--- src/mbsf_params.svh ---
`ifndef MBSF_PARAMS_SVH
`define MBSF_PARAMS_SVH

////////////////////////////////////////////////////////////////////////////////
// Clock and timing
`define MBSF_CLK_PERIOD_NS 10
`define MBSF_ASCII_GAP_S 1
`define MBSF_ASCII_GAP_CYCLES ((`MBSF_ASCII_GAP_S * 1000000000) / `MBSF_CLK_PERIOD_NS)
// One character time on the line; plain default, set to the real line rate
`define MBSF_CHAR_TIME_NS 1146000
`define MBSF_T15_TENTHS 15
`define MBSF_T35_TENTHS 35
`define MBSF_RTU_T15_CYCLES \
   ((`MBSF_CHAR_TIME_NS * `MBSF_T15_TENTHS) / (10 * `MBSF_CLK_PERIOD_NS))
`define MBSF_RTU_T35_CYCLES \
   ((`MBSF_CHAR_TIME_NS * `MBSF_T35_TENTHS + 10 * `MBSF_CLK_PERIOD_NS - 1) / \
    (10 * `MBSF_CLK_PERIOD_NS))

////////////////////////////////////////////////////////////////////////////////
// Characters
`define MBSF_CH_COLON 8'h3A
`define MBSF_CH_CR 8'h0D
`define MBSF_CH_LF 8'h0A
`define MBSF_CH_0 8'h30
`define MBSF_CH_9 8'h39
`define MBSF_CH_UA 8'h41
`define MBSF_CH_UF 8'h46
`define MBSF_CH_LA 8'h61
`define MBSF_CH_LF_HEX 8'h66
`define MBSF_HEX_ALPHA_OFS 8'h37
`define MBSF_HEX_LOWER_OFS 8'h57

////////////////////////////////////////////////////////////////////////////////
// Function codes, error flag, exception codes
`define MBSF_FC_READ_COILS 8'h01
`define MBSF_FC_READ_INPUTS 8'h02
`define MBSF_FC_READ_HOLDING 8'h03
`define MBSF_FC_READ_INREGS 8'h04
`define MBSF_FC_WRITE_COIL 8'h05
`define MBSF_FC_WRITE_REG 8'h06
`define MBSF_FC_WRITE_COILS 8'h0F
`define MBSF_FC_WRITE_REGS 8'h10
`define MBSF_ERR_FLAG 8'h80
`define MBSF_READ_COILS_ERR 8'h81
`define MBSF_EXC_NONE 8'h00
`define MBSF_EXC_ILLEGAL_FUNC 8'h01
`define MBSF_EXC_BAD_ADDR 8'h02
`define MBSF_EXC_BAD_VALUE 8'h03
`define MBSF_EXC_SERVER_FAULT 8'h04
`define MBSF_EXC_BUSY_RETRY 8'h05
`define MBSF_EXC_DELAYED 8'h06

////////////////////////////////////////////////////////////////////////////////
// Limits and layout
`define MBSF_MAX_BITS_READ 16'h07D0
`define MBSF_MAX_WORDS_READ 16'h007D
`define MBSF_MAX_BITS_WRITE 16'h07B0
`define MBSF_MAX_WORDS_WRITE 16'h0078
`define MBSF_STATION_MIN 8'h01
`define MBSF_STATION_MAX 8'h1F
`define MBSF_COIL_COUNT 16'h0800
`define MBSF_HDR_LEN 8'h06
`define MBSF_RTU_CHK_LEN 8'h02
`define MBSF_ASCII_CHK_LEN 8'h01
`define MBSF_CRC_PRESET 16'hFFFF
`define MBSF_CRC_POLY 16'hA001

`endif

--- src/mbsf_pkg.sv ---
package mbsf_pkg;

   typedef enum logic [2:0] {
      T_IDLE,
      T_GAP,
      T_COLON,
      T_HEAD,
      T_COIL,
      T_CHK,
      T_CR,
      T_LF
   } mbsf_tx_state_t;

   typedef struct packed {
      logic valid;
      logic [7:0] data;
   } mbsf_char_t;

   typedef struct packed {
      logic [7:0] func;
      logic [15:0] addr;
      logic [15:0] qty;
   } mbsf_req_t;

   typedef struct packed {
      logic rx_on;
      logic hi_ok;
      logic [3:0] hi_nib;
      logic got_cr;
      logic [5:0][7:0] buf_b;
      logic [7:0] len;
      logic [15:0] crc;
      logic [7:0] lrc;
      logic [31:0] gap;
      mbsf_tx_state_t txs;
      logic nib;
      logic [7:0] idx;
      logic rsp_exc;
      logic [7:0] rsp_sta;
      logic [7:0] rsp_func;
      logic [7:0] rsp_code;
      logic [15:0] rsp_qty;
      logic [15:0] coil_addr;
      logic [15:0] tcrc;
      logic [7:0] tlrc;
      mbsf_char_t tx;
      logic req_valid;
      mbsf_req_t req;
   } mbsf_state_t;

endpackage : mbsf_pkg

--- src/mbsf_crc16_step.sv ---
`timescale 1ns/1ps
`default_nettype none
`include "mbsf_params.svh"

module mbsf_crc16_step (
   // Running check in and out
   input wire logic [15:0] crc_i,
   input wire logic [7:0] data_i,
   output logic [15:0] crc_o
);

   logic [15:0] c;

   // Reflected polynomial, one data byte per step, one bit per shift
   always_comb begin
      c = crc_i ^ {8'h00, data_i};
      for (int b = 0; b < 8; b++) begin
         if (c[0]) begin
            c = (c >> 1) ^ `MBSF_CRC_POLY;
         end else begin
            c = c >> 1;
         end
      end
      crc_o = c;
   end

endmodule : mbsf_crc16_step
`default_nettype wire

--- src/mbsf_server_framer.sv ---
`timescale 1ns/1ps
`default_nettype none
`include "mbsf_params.svh"

module mbsf_server_framer #(
   parameter int unsigned ASCII_GAP_CYCLES = `MBSF_ASCII_GAP_CYCLES,
   parameter int unsigned RTU_T15_CYCLES = `MBSF_RTU_T15_CYCLES,
   parameter int unsigned RTU_T35_CYCLES = `MBSF_RTU_T35_CYCLES
) (
   // Clock and reset
   input wire logic core_clk_i,
   input wire logic reset_i,
   // Link mode and identity
   input wire logic ascii_mode_i,
   input wire logic [7:0] station_i,
   // Server condition
   input wire logic server_fault_i,
   input wire logic server_busy_i,
   // Received characters
   input wire mbsf_pkg::mbsf_char_t rx_i,
   // Transmitted characters
   output mbsf_pkg::mbsf_char_t tx_o,
   input wire logic tx_ready_i,
   // Coil image read port
   output logic [15:0] coil_addr_o,
   input wire logic [7:0] coil_data_i,
   // Decoded requests handed to the application
   output logic req_valid_o,
   output mbsf_pkg::mbsf_req_t req_o
);

   mbsf_pkg::mbsf_state_t s, next_s;

   logic [7:0] ch, rx_byte, cur_byte, tx_char, ex_code, byte_cnt, blen, coil_mask;
   logic [7:0] func;
   logic [4:0] hv;
   logic [15:0] crc_base, rx_crc_next, tx_crc_next, q_lim, addr, qty;
   logic [16:0] addr_end;
   logic byte_ev, fresh, end_ev, good, match, load, legal, need_q, slot, byte_done;

   function automatic logic [4:0] hex_val(input logic [7:0] c);
      if (c >= `MBSF_CH_0 && c <= `MBSF_CH_9) begin
         return {1'b1, 4'(c - `MBSF_CH_0)};
      end
      if (c >= `MBSF_CH_UA && c <= `MBSF_CH_UF) begin
         return {1'b1, 4'(c - `MBSF_HEX_ALPHA_OFS)};
      end
      if (c >= `MBSF_CH_LA && c <= `MBSF_CH_LF_HEX) begin
         return {1'b1, 4'(c - `MBSF_HEX_LOWER_OFS)};
      end
      return 5'h00;
   endfunction : hex_val

   function automatic logic [7:0] hex_char(input logic [3:0] v);
      if (v < 4'hA) begin
         return `MBSF_CH_0 + {4'h0, v};
      end
      return `MBSF_HEX_ALPHA_OFS + {4'h0, v};
   endfunction : hex_char

   mbsf_crc16_step u_rx_crc (
      .crc_i(crc_base),
      .data_i(rx_byte),
      .crc_o(rx_crc_next)
   );

   mbsf_crc16_step u_tx_crc (
      .crc_i(s.tcrc),
      .data_i(cur_byte),
      .crc_o(tx_crc_next)
   );

   ////////////////////////////////////////////////////////////////////////////////
   // Receive framing and request decode

   always_comb begin
      ch = ascii_mode_i ? {1'b0, rx_i.data[6:0]} : rx_i.data;
      hv = hex_val(ch);
      rx_byte = ascii_mode_i ? {s.hi_nib, hv[3:0]} : ch;
      // RTU frame closes after 1.5 character times of silence
      end_ev = ascii_mode_i ? (rx_i.valid && s.rx_on && s.got_cr && ch == `MBSF_CH_LF)
                            : (s.rx_on && s.gap == 32'(RTU_T15_CYCLES));
      fresh = !s.rx_on || end_ev;
      blen = (!ascii_mode_i && fresh) ? 8'h00 : s.len;
      crc_base = fresh ? `MBSF_CRC_PRESET : s.crc;
      byte_ev = rx_i.valid && (ascii_mode_i ? (s.rx_on && !s.got_cr && hv[4] && s.hi_ok)
                                            : 1'b1);
      // Sum of content plus its two's complement is zero; CRC residue is zero
      good = ascii_mode_i
             ? (s.lrc == 8'h00 && !s.hi_ok && s.len >= `MBSF_HDR_LEN + `MBSF_ASCII_CHK_LEN)
             : (s.crc == 16'h0000 && s.len >= `MBSF_HDR_LEN + `MBSF_RTU_CHK_LEN);
      match = s.buf_b[0] == station_i && station_i >= `MBSF_STATION_MIN &&
              station_i <= `MBSF_STATION_MAX;
      // Frames arriving while a reply is under way are dropped
      load = end_ev && good && match && s.txs == mbsf_pkg::T_IDLE;
      func = s.buf_b[1];
      addr = {s.buf_b[2], s.buf_b[3]};
      qty = {s.buf_b[4], s.buf_b[5]};
      legal = 1'b1;
      need_q = 1'b1;
      q_lim = 16'h0000;
      case (func)
         `MBSF_FC_READ_COILS, `MBSF_FC_READ_INPUTS: q_lim = `MBSF_MAX_BITS_READ;
         `MBSF_FC_READ_HOLDING, `MBSF_FC_READ_INREGS: q_lim = `MBSF_MAX_WORDS_READ;
         `MBSF_FC_WRITE_COIL, `MBSF_FC_WRITE_REG: need_q = 1'b0;
         `MBSF_FC_WRITE_COILS: q_lim = `MBSF_MAX_BITS_WRITE;
         `MBSF_FC_WRITE_REGS: q_lim = `MBSF_MAX_WORDS_WRITE;
         default: legal = 1'b0;
      endcase
      // Coil image covers data addresses 0 to COIL_COUNT-1
      addr_end = {1'b0, addr} + {1'b0, qty};
      if (!legal) begin
         ex_code = `MBSF_EXC_ILLEGAL_FUNC;
      end else if (need_q && (qty == 16'h0000 || qty > q_lim)) begin
         ex_code = `MBSF_EXC_BAD_VALUE;
      end else if (func == `MBSF_FC_READ_COILS && addr_end > {1'b0, `MBSF_COIL_COUNT}) begin
         ex_code = `MBSF_EXC_BAD_ADDR;
      end else if (server_fault_i) begin
         ex_code = `MBSF_EXC_SERVER_FAULT;
      end else if (server_busy_i) begin
         ex_code = `MBSF_EXC_BUSY_RETRY;
      end else begin
         ex_code = `MBSF_EXC_NONE;
      end
      byte_cnt = 8'((qty + 16'h0007) >> 3);
   end

   ////////////////////////////////////////////////////////////////////////////////
   // Reply byte source

   always_comb begin
      coil_mask = (s.rsp_qty >= 16'h0008) ? 8'hFF : ~(8'hFF << s.rsp_qty[2:0]);
      cur_byte = 8'h00;
      unique case (s.txs)
         mbsf_pkg::T_HEAD: begin
            if (s.idx == 8'h00) begin
               cur_byte = s.rsp_sta;
            end else if (s.idx == 8'h01) begin
               cur_byte = s.rsp_func;
            end else begin
               cur_byte = s.rsp_code;
            end
         end
         // Unused high bits of the last coil byte go out as zero
         mbsf_pkg::T_COIL: cur_byte = coil_data_i & coil_mask;
         mbsf_pkg::T_CHK: begin
            if (ascii_mode_i) begin
               cur_byte = 8'(~s.tlrc + 8'h01);
            end else begin
               cur_byte = (s.idx == 8'h00) ? s.tcrc[7:0] : s.tcrc[15:8];
            end
         end
         mbsf_pkg::T_IDLE, mbsf_pkg::T_GAP, mbsf_pkg::T_COLON, mbsf_pkg::T_CR,
         mbsf_pkg::T_LF: cur_byte = 8'h00;
      endcase
      tx_char = ascii_mode_i ? hex_char(s.nib ? cur_byte[3:0] : cur_byte[7:4]) : cur_byte;
      byte_done = !ascii_mode_i || s.nib;
      slot = !s.tx.valid || tx_ready_i;
   end

   ////////////////////////////////////////////////////////////////////////////////
   // Next state

   always_comb begin
      next_s = s;
      next_s.req_valid = 1'b0;
      if (rx_i.valid) begin
         next_s.gap = 32'h0000_0000;
      end else if (s.gap != 32'hFFFF_FFFF) begin
         next_s.gap = s.gap + 32'h0000_0001;
      end
      if (ascii_mode_i) begin
         if (rx_i.valid) begin
            if (ch == `MBSF_CH_COLON) begin
               // Colon always restarts, so a torn frame resynchronises
               next_s.rx_on = 1'b1;
               next_s.len = 8'h00;
               next_s.hi_ok = 1'b0;
               next_s.got_cr = 1'b0;
               next_s.lrc = 8'h00;
            end else if (s.rx_on) begin
               if (s.got_cr) begin
                  next_s.rx_on = 1'b0;
               end else if (ch == `MBSF_CH_CR) begin
                  next_s.got_cr = 1'b1;
               end else if (!hv[4]) begin
                  next_s.rx_on = 1'b0;
               end else if (!s.hi_ok) begin
                  next_s.hi_nib = hv[3:0];
                  next_s.hi_ok = 1'b1;
               end else begin
                  next_s.hi_ok = 1'b0;
                  next_s.lrc = s.lrc + rx_byte;
               end
            end
         end else if (s.rx_on && s.gap >= 32'(ASCII_GAP_CYCLES)) begin
            next_s.rx_on = 1'b0;
         end
      end else begin
         if (end_ev) begin
            next_s.rx_on = 1'b0;
         end
         if (rx_i.valid) begin
            next_s.rx_on = 1'b1;
            next_s.crc = rx_crc_next;
         end
      end
      if (byte_ev) begin
         if (blen < `MBSF_HDR_LEN) begin
            next_s.buf_b[blen[2:0]] = rx_byte;
         end
         if (blen != 8'hFF) begin
            next_s.len = blen + 8'h01;
         end
      end
      if (load) begin
         next_s.rsp_sta = s.buf_b[0];
         if (ex_code != `MBSF_EXC_NONE || func == `MBSF_FC_READ_COILS) begin
            next_s.rsp_exc = ex_code != `MBSF_EXC_NONE;
            next_s.rsp_func = (ex_code != `MBSF_EXC_NONE) ? (func | `MBSF_ERR_FLAG) : func;
            next_s.rsp_code = (ex_code != `MBSF_EXC_NONE) ? ex_code : byte_cnt;
            next_s.rsp_qty = qty;
            next_s.coil_addr = addr;
            next_s.tcrc = `MBSF_CRC_PRESET;
            next_s.tlrc = 8'h00;
            next_s.idx = 8'h00;
            next_s.nib = 1'b0;
            // RTU reply waits out 3.5 character times after the request
            next_s.txs = ascii_mode_i ? mbsf_pkg::T_COLON : mbsf_pkg::T_GAP;
         end else begin
            // Other accepted requests are served by the application
            next_s.req_valid = 1'b1;
            next_s.req.func = func;
            next_s.req.addr = addr;
            next_s.req.qty = qty;
         end
      end
      if (slot) begin
         next_s.tx.valid = 1'b0;
         unique case (s.txs)
            mbsf_pkg::T_IDLE: next_s.tx.valid = 1'b0;
            mbsf_pkg::T_GAP: begin
               if (s.gap >= 32'(RTU_T35_CYCLES)) begin
                  next_s.txs = mbsf_pkg::T_HEAD;
               end
            end
            mbsf_pkg::T_COLON: begin
               next_s.tx.valid = 1'b1;
               next_s.tx.data = `MBSF_CH_COLON;
               next_s.txs = mbsf_pkg::T_HEAD;
            end
            mbsf_pkg::T_HEAD, mbsf_pkg::T_COIL, mbsf_pkg::T_CHK: begin
               next_s.tx.valid = 1'b1;
               next_s.tx.data = tx_char;
               next_s.nib = !byte_done;
               if (byte_done) begin
                  next_s.idx = s.idx + 8'h01;
                  if (s.txs != mbsf_pkg::T_CHK) begin
                     next_s.tcrc = tx_crc_next;
                     next_s.tlrc = s.tlrc + cur_byte;
                  end
                  if (s.txs == mbsf_pkg::T_HEAD && s.idx == 8'h02) begin
                     next_s.idx = 8'h00;
                     next_s.txs = s.rsp_exc ? mbsf_pkg::T_CHK : mbsf_pkg::T_COIL;
                  end else if (s.txs == mbsf_pkg::T_COIL) begin
                     next_s.coil_addr = s.coil_addr + 16'h0008;
                     next_s.rsp_qty = (s.rsp_qty > 16'h0008) ? s.rsp_qty - 16'h0008 : 16'h0000;
                     if (s.rsp_qty <= 16'h0008) begin
                        next_s.idx = 8'h00;
                        next_s.txs = mbsf_pkg::T_CHK;
                     end
                  end else if (s.txs == mbsf_pkg::T_CHK &&
                               (ascii_mode_i || s.idx == 8'h01)) begin
                     next_s.txs = ascii_mode_i ? mbsf_pkg::T_CR : mbsf_pkg::T_IDLE;
                  end
               end
            end
            mbsf_pkg::T_CR: begin
               next_s.tx.valid = 1'b1;
               next_s.tx.data = `MBSF_CH_CR;
               next_s.txs = mbsf_pkg::T_LF;
            end
            mbsf_pkg::T_LF: begin
               next_s.tx.valid = 1'b1;
               next_s.tx.data = `MBSF_CH_LF;
               next_s.txs = mbsf_pkg::T_IDLE;
            end
         endcase
      end
   end

   always_ff @(posedge core_clk_i) begin
      if (reset_i) begin
         s <= '0;
      end else begin
         s <= next_s;
      end
   end

   assign tx_o = s.tx;
   assign coil_addr_o = s.coil_addr;
   assign req_valid_o = s.req_valid;
   assign req_o = s.req;
endmodule : mbsf_server_framer
`default_nettype wire

--- config.mk ---
export PLATFORM = sky130hd
export DESIGN_NAME = mbsf_server_framer
export DESIGN_NICKNAME = d
export VERILOG_FILES = /design/src/mbsf_pkg.sv /design/src/mbsf_crc16_step.sv /design/src/mbsf_server_framer.sv
export VERILOG_INCLUDE_DIRS = /design/src
export SDC_FILE = /design/constraint.sdc
export NUM_CORES = 1
export LEC_CHECK = 0
export BUFFER_PORTS_ARGS = -buffer_cell sky130_fd_sc_hd__buf_2
export CORE_ASPECT_RATIO = 0.7
export CORE_UTILIZATION = 25
export CTS_CLUSTER_SIZE = 28
export DETAILED_ROUTE_END_ITERATION = 16
export PLACE_DENSITY = 0.38
export SYNTH_ARGS = -nofsm -noshare
export SYNTH_HDL_FRONTEND = slang
export SYNTH_SLANG_ARGS = --single-unit
--- constraint.sdc ---
create_clock -name core_clk_i -period 4 [get_ports core_clk_i]
set_input_delay 0.4 -clock core_clk_i [delete_from_list [all_inputs] [get_ports core_clk_i]]
set_output_delay 0.4 -clock core_clk_i [all_outputs]
set_load 0.005 [all_outputs]
; ---- Word-level counts from Yosys, hierarchy flattened
; Cells that the tools add are included.
[classes]
n_addsub = 15
n_lt_le_gt_ge = 21
n_eq_ne = 28
shift = 1
mux = 115
bitwise_logic = 28
reduce_logical = 68
[ops]
columns = op, n
row1 = 2-to-1 mux 16 bit, 18
row2 = 2-to-1 mux 8 bit, 29
row3 = 2-to-1 mux 56 bit, 2
row4 = 2-to-1 mux 93 bit, 1
row5 = 2-to-1 mux 72 bit, 1
row6 = 2-to-1 mux 65 bit, 1
row7 = 2-to-1 mux 32 bit, 2
row8 = case mux 8 bit (4 select lines), 2
row9 = bitwise mux 48 bit, 1
row10 = NOT 2 -> 3 bit, 16
row11 = case mux 11 bit (4 select lines), 1
row12 = 2-to-1 mux 41 bit, 1
row13 = 2-to-1 mux 3 bit, 12
row14 = 2-to-1 mux 5 bit, 7
row15 = adder 32 x 1 -> 32 bit (second input constant), 1
row16 = == test 32 x 18 -> 1 bit (second input constant), 1
row17 = >= comparator 32 x 19 -> 1 bit (second input constant), 1
row18 = >= comparator 32 x 27 -> 1 bit (second input constant), 1
row19 = zero test 16 bit, 2
row20 = != test 32 bit (second input constant), 1
row21 = bitwise XOR 16 x 8 -> 16 bit, 2
row22 = logical AND 1 bit, 26
row23 = adder 8 x 1 -> 8 bit (second input constant), 3
row24 = demux 8 bit (select 3 bit), 1
row25 = other kinds (72), 143
[word_totals]
regBits = 262
in_bits = 31
out_inout_bits = 66
wordCells = 307

; ---- Depth between registers and ports, before layout
[logic_depth]
word_depth = 28
depth_mapped = 19
depth_no_buf = 18

; ---- Cells and area by module
; A second synthesis with hierarchy kept.
[hier_totals]
cells_unflattened = 2032
hier_area_um2 = 15815.2
[modules_own_cells]
columns = module, n_inst, cells_per_inst, area_per_inst_um2, seq_area_each_um2
row1 = mbsf_server_framer, 1, 1974, 15247.1, 5245.0
row2 = mbsf_crc16_step, 2, 29, 284.0, 0.0

; ---- Worst setup path before layout
; OpenSTA, ideal clock, no wires.
[synth_timing]
kind = input-to-reg
from = input rx_i[0] (netlist name)
to = register s[182] (netlist name)
setup_time_ns = 0.132
arrival_ns = 3.479
required_time_ns = 3.868
slack_ns = 0.389
path_stages = 19
path_buffers = 2
cell_sequence = clkbuf_1 > inv_1 > ha_1 > o21bai_1 > a2111oi_2 > nand2b_1 > a32o_1 > buf_2 > ha_1 > a21o_1 > a21oi_1 > o21bai_1 > a21oi_1 > o21bai_1 > a21oi_1 > xnor2_1 > o21ai_0 > nand2_1 > a21oi_1
[synth_between]
elab_chain_cells = 17
elab_cells_between_ends = 41
cone_classes = add/sub (4) / order compare (6) / eq/ne (4) / mux (20) / reduce/logical (7)
[synth_rtl]
columns = element, line
row1 = "start, declared", mbsf_server_framer.sv:20  ; input wire mbsf_pkg::mbsf_char_t rx_i,
row2 = 2-to-1 mux 8 bit *, mbsf_server_framer.sv:77  ; ch = ascii_mode_i ? {1'b0, rx_i.data[6:0]} : rx_i.data;
row3 = >= comparator 8 x 7 -> 1 bit (no source line) / less-or-equal comparator 8 x 7 -> 1 bit (equally long branches), -
row4 = logical AND 1 bit (no source line), -
row5 = 2-to-1 mux 1 bit (2 in series), mbsf_server_framer.sv:48  ; if (c >= `MBSF_CH_LA && c <= `MBSF_CH_LF_HEX) begin
row6 = 2-to-1 mux 1 bit, mbsf_server_framer.sv:45  ; if (c >= `MBSF_CH_UA && c <= `MBSF_CH_UF) begin
row7 = 2-to-1 mux 5 bit, mbsf_server_framer.sv:51  ; return 5'h00;
row8 = 2-to-1 mux 5 bit, mbsf_server_framer.sv:48
row9 = 2-to-1 mux 5 bit *, mbsf_server_framer.sv:45
row10 = 2-to-1 mux 8 bit *, mbsf_server_framer.sv:79  ; rx_byte = ascii_mode_i ? {s.hi_nib, hv[3:0]} : ch;
row11 = via rx_byte[1], mbsf_server_framer.sv:34  ; logic [7:0] ch, rx_byte, cur_byte, tx_char, ex_code, byte_cnt, blen, coil_mask;
row12 = adder 8 bit *, mbsf_server_framer.sv:193  ; next_s.lrc = s.lrc + rx_byte;
row13 = 2-to-1 mux 8 bit *, mbsf_server_framer.sv:188  ; end else if (!s.hi_ok) begin
row14 = 2-to-1 mux 8 bit *, mbsf_server_framer.sv:186  ; end else if (!hv[4]) begin
row15 = 2-to-1 mux 8 bit *, mbsf_server_framer.sv:184  ; end else if (ch == `MBSF_CH_CR) begin
row16 = 2-to-1 mux 8 bit *, mbsf_server_framer.sv:182  ; if (s.got_cr) begin
row17 = 2-to-1 mux 8 bit *, mbsf_server_framer.sv:181  ; end else if (s.rx_on) begin
row18 = 2-to-1 mux 8 bit *, mbsf_server_framer.sv:174  ; if (ch == `MBSF_CH_COLON) begin
row19 = "end signal, assigned", mbsf_server_framer.sv:296  ; s <= next_s;
row20 = "end, declared", mbsf_server_framer.sv:32  ; mbsf_pkg::mbsf_state_t s, next_s;
; The timed path passes the listed nets; every way through them passes the cells marked *. The select of a mux whose other input is x is not followed.
; A chain may end at the register's enable or synchronous reset.

; ---- Worst setup path in the final report
[layout_timing]
from = register s, in the netlist func[2]
to = register s[141] (netlist name)
[layout_between]
elab_chain_cells = 18
elab_cells_between_ends = 34
cone_classes = order compare (1) / eq/ne (8) / mux (16) / reduce/logical (9)
[layout_rtl]
columns = element, line
row1 = == test 8 x 2 -> 1 bit (tied with other cells), mbsf_server_framer.sv:102  ; case (func)
row2 = OR reduction 2 bit, mbsf_server_framer.sv:102
row3 = case mux 11 bit (4 select lines), mbsf_server_framer.sv:102
row4 = greater-than comparator 16 x 11 -> 1 bit, mbsf_server_framer.sv:114  ; end else if (need_q && (qty == 16'h0000 || qty > q_lim)) begin
row5 = logical OR 1 bit, mbsf_server_framer.sv:114
row6 = logical AND 1 bit, mbsf_server_framer.sv:114
row7 = 2-to-1 mux 3 bit, mbsf_server_framer.sv:114
row8 = 2-to-1 mux 3 bit, mbsf_server_framer.sv:112  ; if (!legal) begin
row9 = [... 2 more ...], -
row10 = 2-to-1 mux 13 bit *, mbsf_server_framer.sv:218  ; if (ex_code != `MBSF_EXC_NONE || func == `MBSF_FC_READ_COILS) begin
row11 = 2-to-1 mux 93 bit *, mbsf_server_framer.sv:216  ; if (load) begin
row12 = "2-to-1 mux 3 bit, on equally long branches", "mbsf_server_framer.sv:272, mbsf_server_framer.sv:268"
row13 = 2-to-1 mux 3 bit, mbsf_server_framer.sv:265  ; end else if (s.txs == mbsf_pkg::T_COIL) begin
row14 = 2-to-1 mux 3 bit, mbsf_server_framer.sv:262  ; if (s.txs == mbsf_pkg::T_HEAD && s.idx == 8'h02) begin
row15 = 2-to-1 mux 3 bit, mbsf_server_framer.sv:256  ; if (byte_done) begin
row16 = case mux 3 bit (5 select lines), mbsf_server_framer.sv:240  ; unique case (s.txs)
row17 = 2-to-1 mux 12 bit *, mbsf_server_framer.sv:238  ; if (slot) begin
; Mark *: on every way between the ends. The rest lies on a longest branch, timed or not.

==> results_dict.tcl <==
set metrics [dict create \
    outcome "finished, final reports clean" \
    min_period_ns 3.84 \
    cts_buffers 31 \
    combPwrFrac 0.067 \
    ys_ff_latch 262 \
    crit_type "reg2reg" \
    timing.final.crit_share 0.961 \
    fmax_mhz 260 \
    layout_setup_ws_ns 0.157 \
    vias 13800 \
    cts_buffer_depth 3 \
    grt_max_degree 86 \
    dr.max_layer_used "met4" \
    start_util 0.254 \
    ios 97 \
    clk_pin_slew_ns 0.06 \
    wl_met2_um 21200 \
    min_path_type "in2reg" \
    slew_violations 0 \
    crit_path_start_kind "flop" \
    clock_skew_ns 0.00902 \
    drcViolationCount 0 \
    switching_share 0.254 \
    drive_gt1_frac 0.133 \
    synthTopCellsByCount "262 x dfxtp_1, 239 x nand2_1, 224 x nor2_1" \
    rsz0062_at_grt "false" \
    antenna_found_initial 0 \
    end_kind "flop" \
    synth_top_area_share 0.344 \
    place_ws_ns 0.0384 \
    htreeDepth 1 \
    syn_nets 2026 \
    drt-initial-drc-count 1058 \
    cp_slowest_stage_delay_ns 0.45 \
    synth.largest_area_cell "dfxtp_1" \
    grt_pass1_wl_um 81800 \
    antenna_left 0 \
    crit_slowest_cell "a221oi_1" \
    wl_um 52100 \
    core_area_sq_um 60100 \
    yosysMostFrequentCell "dfxtp_1" \
    instances_no_fill 2809 \
    yosysUniqueCellTypes 86 \
    clock-sinks 262 \
    synthesis.instances 1937 \
    cts_tree "done" \
    syn2layout_area_growth_pct 15.1 \
    power_leakage_nw 6.87 \
    fin_nets 2066 \
    p_per_area_nw_per_um2 336 \
    place.gp.congestion 0.850 \
    yosysWarnings 0 \
    die_area_sq_um 62000 \
    rows 75 \
    tightest_slew_ns 1.21 \
    grt_overflow 0 \
    die_width_um 297 \
    clock_power_share 0.481 \
    root_buffer "clkbuf_16" \
    relSlewSlack 0.190 \
    syn_avg_cell_area_sq_um 7.87 \
    dp.cells 2750 \
    insertion_delay_ns 0.59 \
    crit_fanout 10 \
    finalPower_mw 5.90 \
    hold_violations 0 \
    avgViaCountPerCell 4.93 \
    power_switching_mw 1.50 \
    critPathArrivalTime_ns 4.31 \
    grt_use_total 0.167 \
    finalSetupTns_ns 0 \
    seqPwrFrac 0.451 \
    fp.dieH_um 209 \
    synth_seq_area_share 0.344 \
    ys.flop_type "dfxtp_1" \
    grt_pass1_vias 13400 \
    cp.required_ns 4.46 \
    synth_area_sq_um 15300 \
    p_int_mw 4.40 \
    dpl.hpwl_um 37900 \
    dr.pass1.iters 6 \
    synth-edff-count 0 \
    drv_cap 0 \
    synth.area.top_cells "dfxtp_1 34%, a21oi_1 6.4%, nand2_1 5.9%" \
    path_cells "buf_4 -> nor2_1 -> nand2_1 -> o21ai_0 -> nand2_1 -> ha_1 -> a21o_1 -> a21o_1 -> a221oi_1 -> o2111a_1 -> o21ai_1 -> o21ai_1 -> buf_4 -> nor2_1 -> o311ai_1 -> a311oi_1" \
    met1_length_um 27600 \
    diodes 0 \
    dr_wl_met3_um 2180 \
    cts_hold_buffers 0 \
    irDropWorstVdd_v 0.000292 \
    async_reset_ff_frac 0 \
    wl_per_cell_um 18.5 \
    io_buffer_count 96 \
    setup_viol 0 \
]
## state kept, by name, indices dropped and copies added, names as in the netlist
register,count
s,156
req_o,40
func,8
coil_addr_o,16
req_valid_o,1
qty,16
tx_o,9
addr,16
## area by class of cell
class / count / area [sq um]
flip-flops and latches: 262 / 5250
fillers: 6540 / 42500
well taps: 808 / 1010
clock inverters: 10 / 86.3
multi-input cells: 1465 / 9010
repair buffers: 176 / 1150
clock buffers: 47 / 906
inverters: 41 / 154
## cells in the final DEF (no fill, tap or decap), types with 22 or more instances in the layout
cell type / Yosys / final
dfxtp_1: 262 / 261
nand2_1: 239 / 239
nor2_1: 224 / 223
a21oi_1: 195 / 194
buf_2: 10 / 95
o21ai_0: 84 / 83
buf_4: 66 / 75
nor3_1: 67 / 65
xnor2_1: 65 / 65
xor2_1: 55 / 55
ha_1: 55 / 55
nand3_1: 53 / 53
mux2i_1: 49 / 49
inv_1: 41 / 41
and3_1: 38 / 38
clkbuf_16: 0 / 31
nor4_1: 25 / 24
a211oi_1: 25 / 24
nor3b_1: 22 / 22
## cells by family (layout without fill, tap and decap cells)
family          count (synthesis)  count (layout)  synth area share
mux                            53              53            0.0351
flops                         262             262             0.344
simple gates                  773             773             0.242
compound gates                456             456             0.186
buf+inv                       210             274            0.0687
fa+ha+maj                      58              58            0.0491
xor+xnor                      125             125            0.0756
## path summary, 6_finish.rpt
kind                   from  slack, ns         to  cells past startpoint
setup reg to reg    func[2]       0.16     s[141]                     16
setup / recovery    func[2]       0.16     s[141]                     16
hold reg to reg   req_o[34]       0.45  req_o[34]                      2
hold / removal      rx_i[8]       0.20     s[261]                      3
## per-stage QoR
step / instance area [sq um] / hold slack [ns] / util
5_1_grt: 17600 / 0.198 / 0.292
6_report: 17600 / 0.205 / 0.292
2_1_floorplan: 15300 / 0.424 / -
3_3_place_gp: 16500 / 0.440 / 0.275
3_5_place_dp: 16500 / 0.444 / 0.275
4_1_cts: 17500 / 0.177 / 0.292
## critical path, delay by kind of cell, from the launching register on
family,cells,cell delay [ns]
buffers and inverters,2,0.42
adder cells (fa/ha/maj),1,0.33
flip-flops,1,0.37
AND/OR/NAND/NOR,4,0.49
AO/OA/AOI/OAI,9,2.11
## what timing repair did
item	CTS	global route
setup endpoints to repair	0	104
gates resized for setup	0	8
buffers inserted	0	2
endpoints found under the hold margin	0	0
## layer usage
layer / global-route usage / vias to the layer above
li1: - / 6868
met1: 0.253 / 6617
met2: 0.246 / 285
met3: 0.0232 / 67
met4: 0.0366 / 0
met5: 0 / -
## power groups by stage
stage	clock network [mW]	registers [mW]	logic, mW
3_5_place_dp	0	2.72	0.400
2_1_floorplan	0	2.71	0.268
3_3_place_gp	0	2.72	0.401
5_1_grt	3.05	2.66	0.438
6_report	2.84	2.66	0.398
4_1_cts	2.94	2.66	0.402
Note: power is estimated with default switching activity, not from simulation.
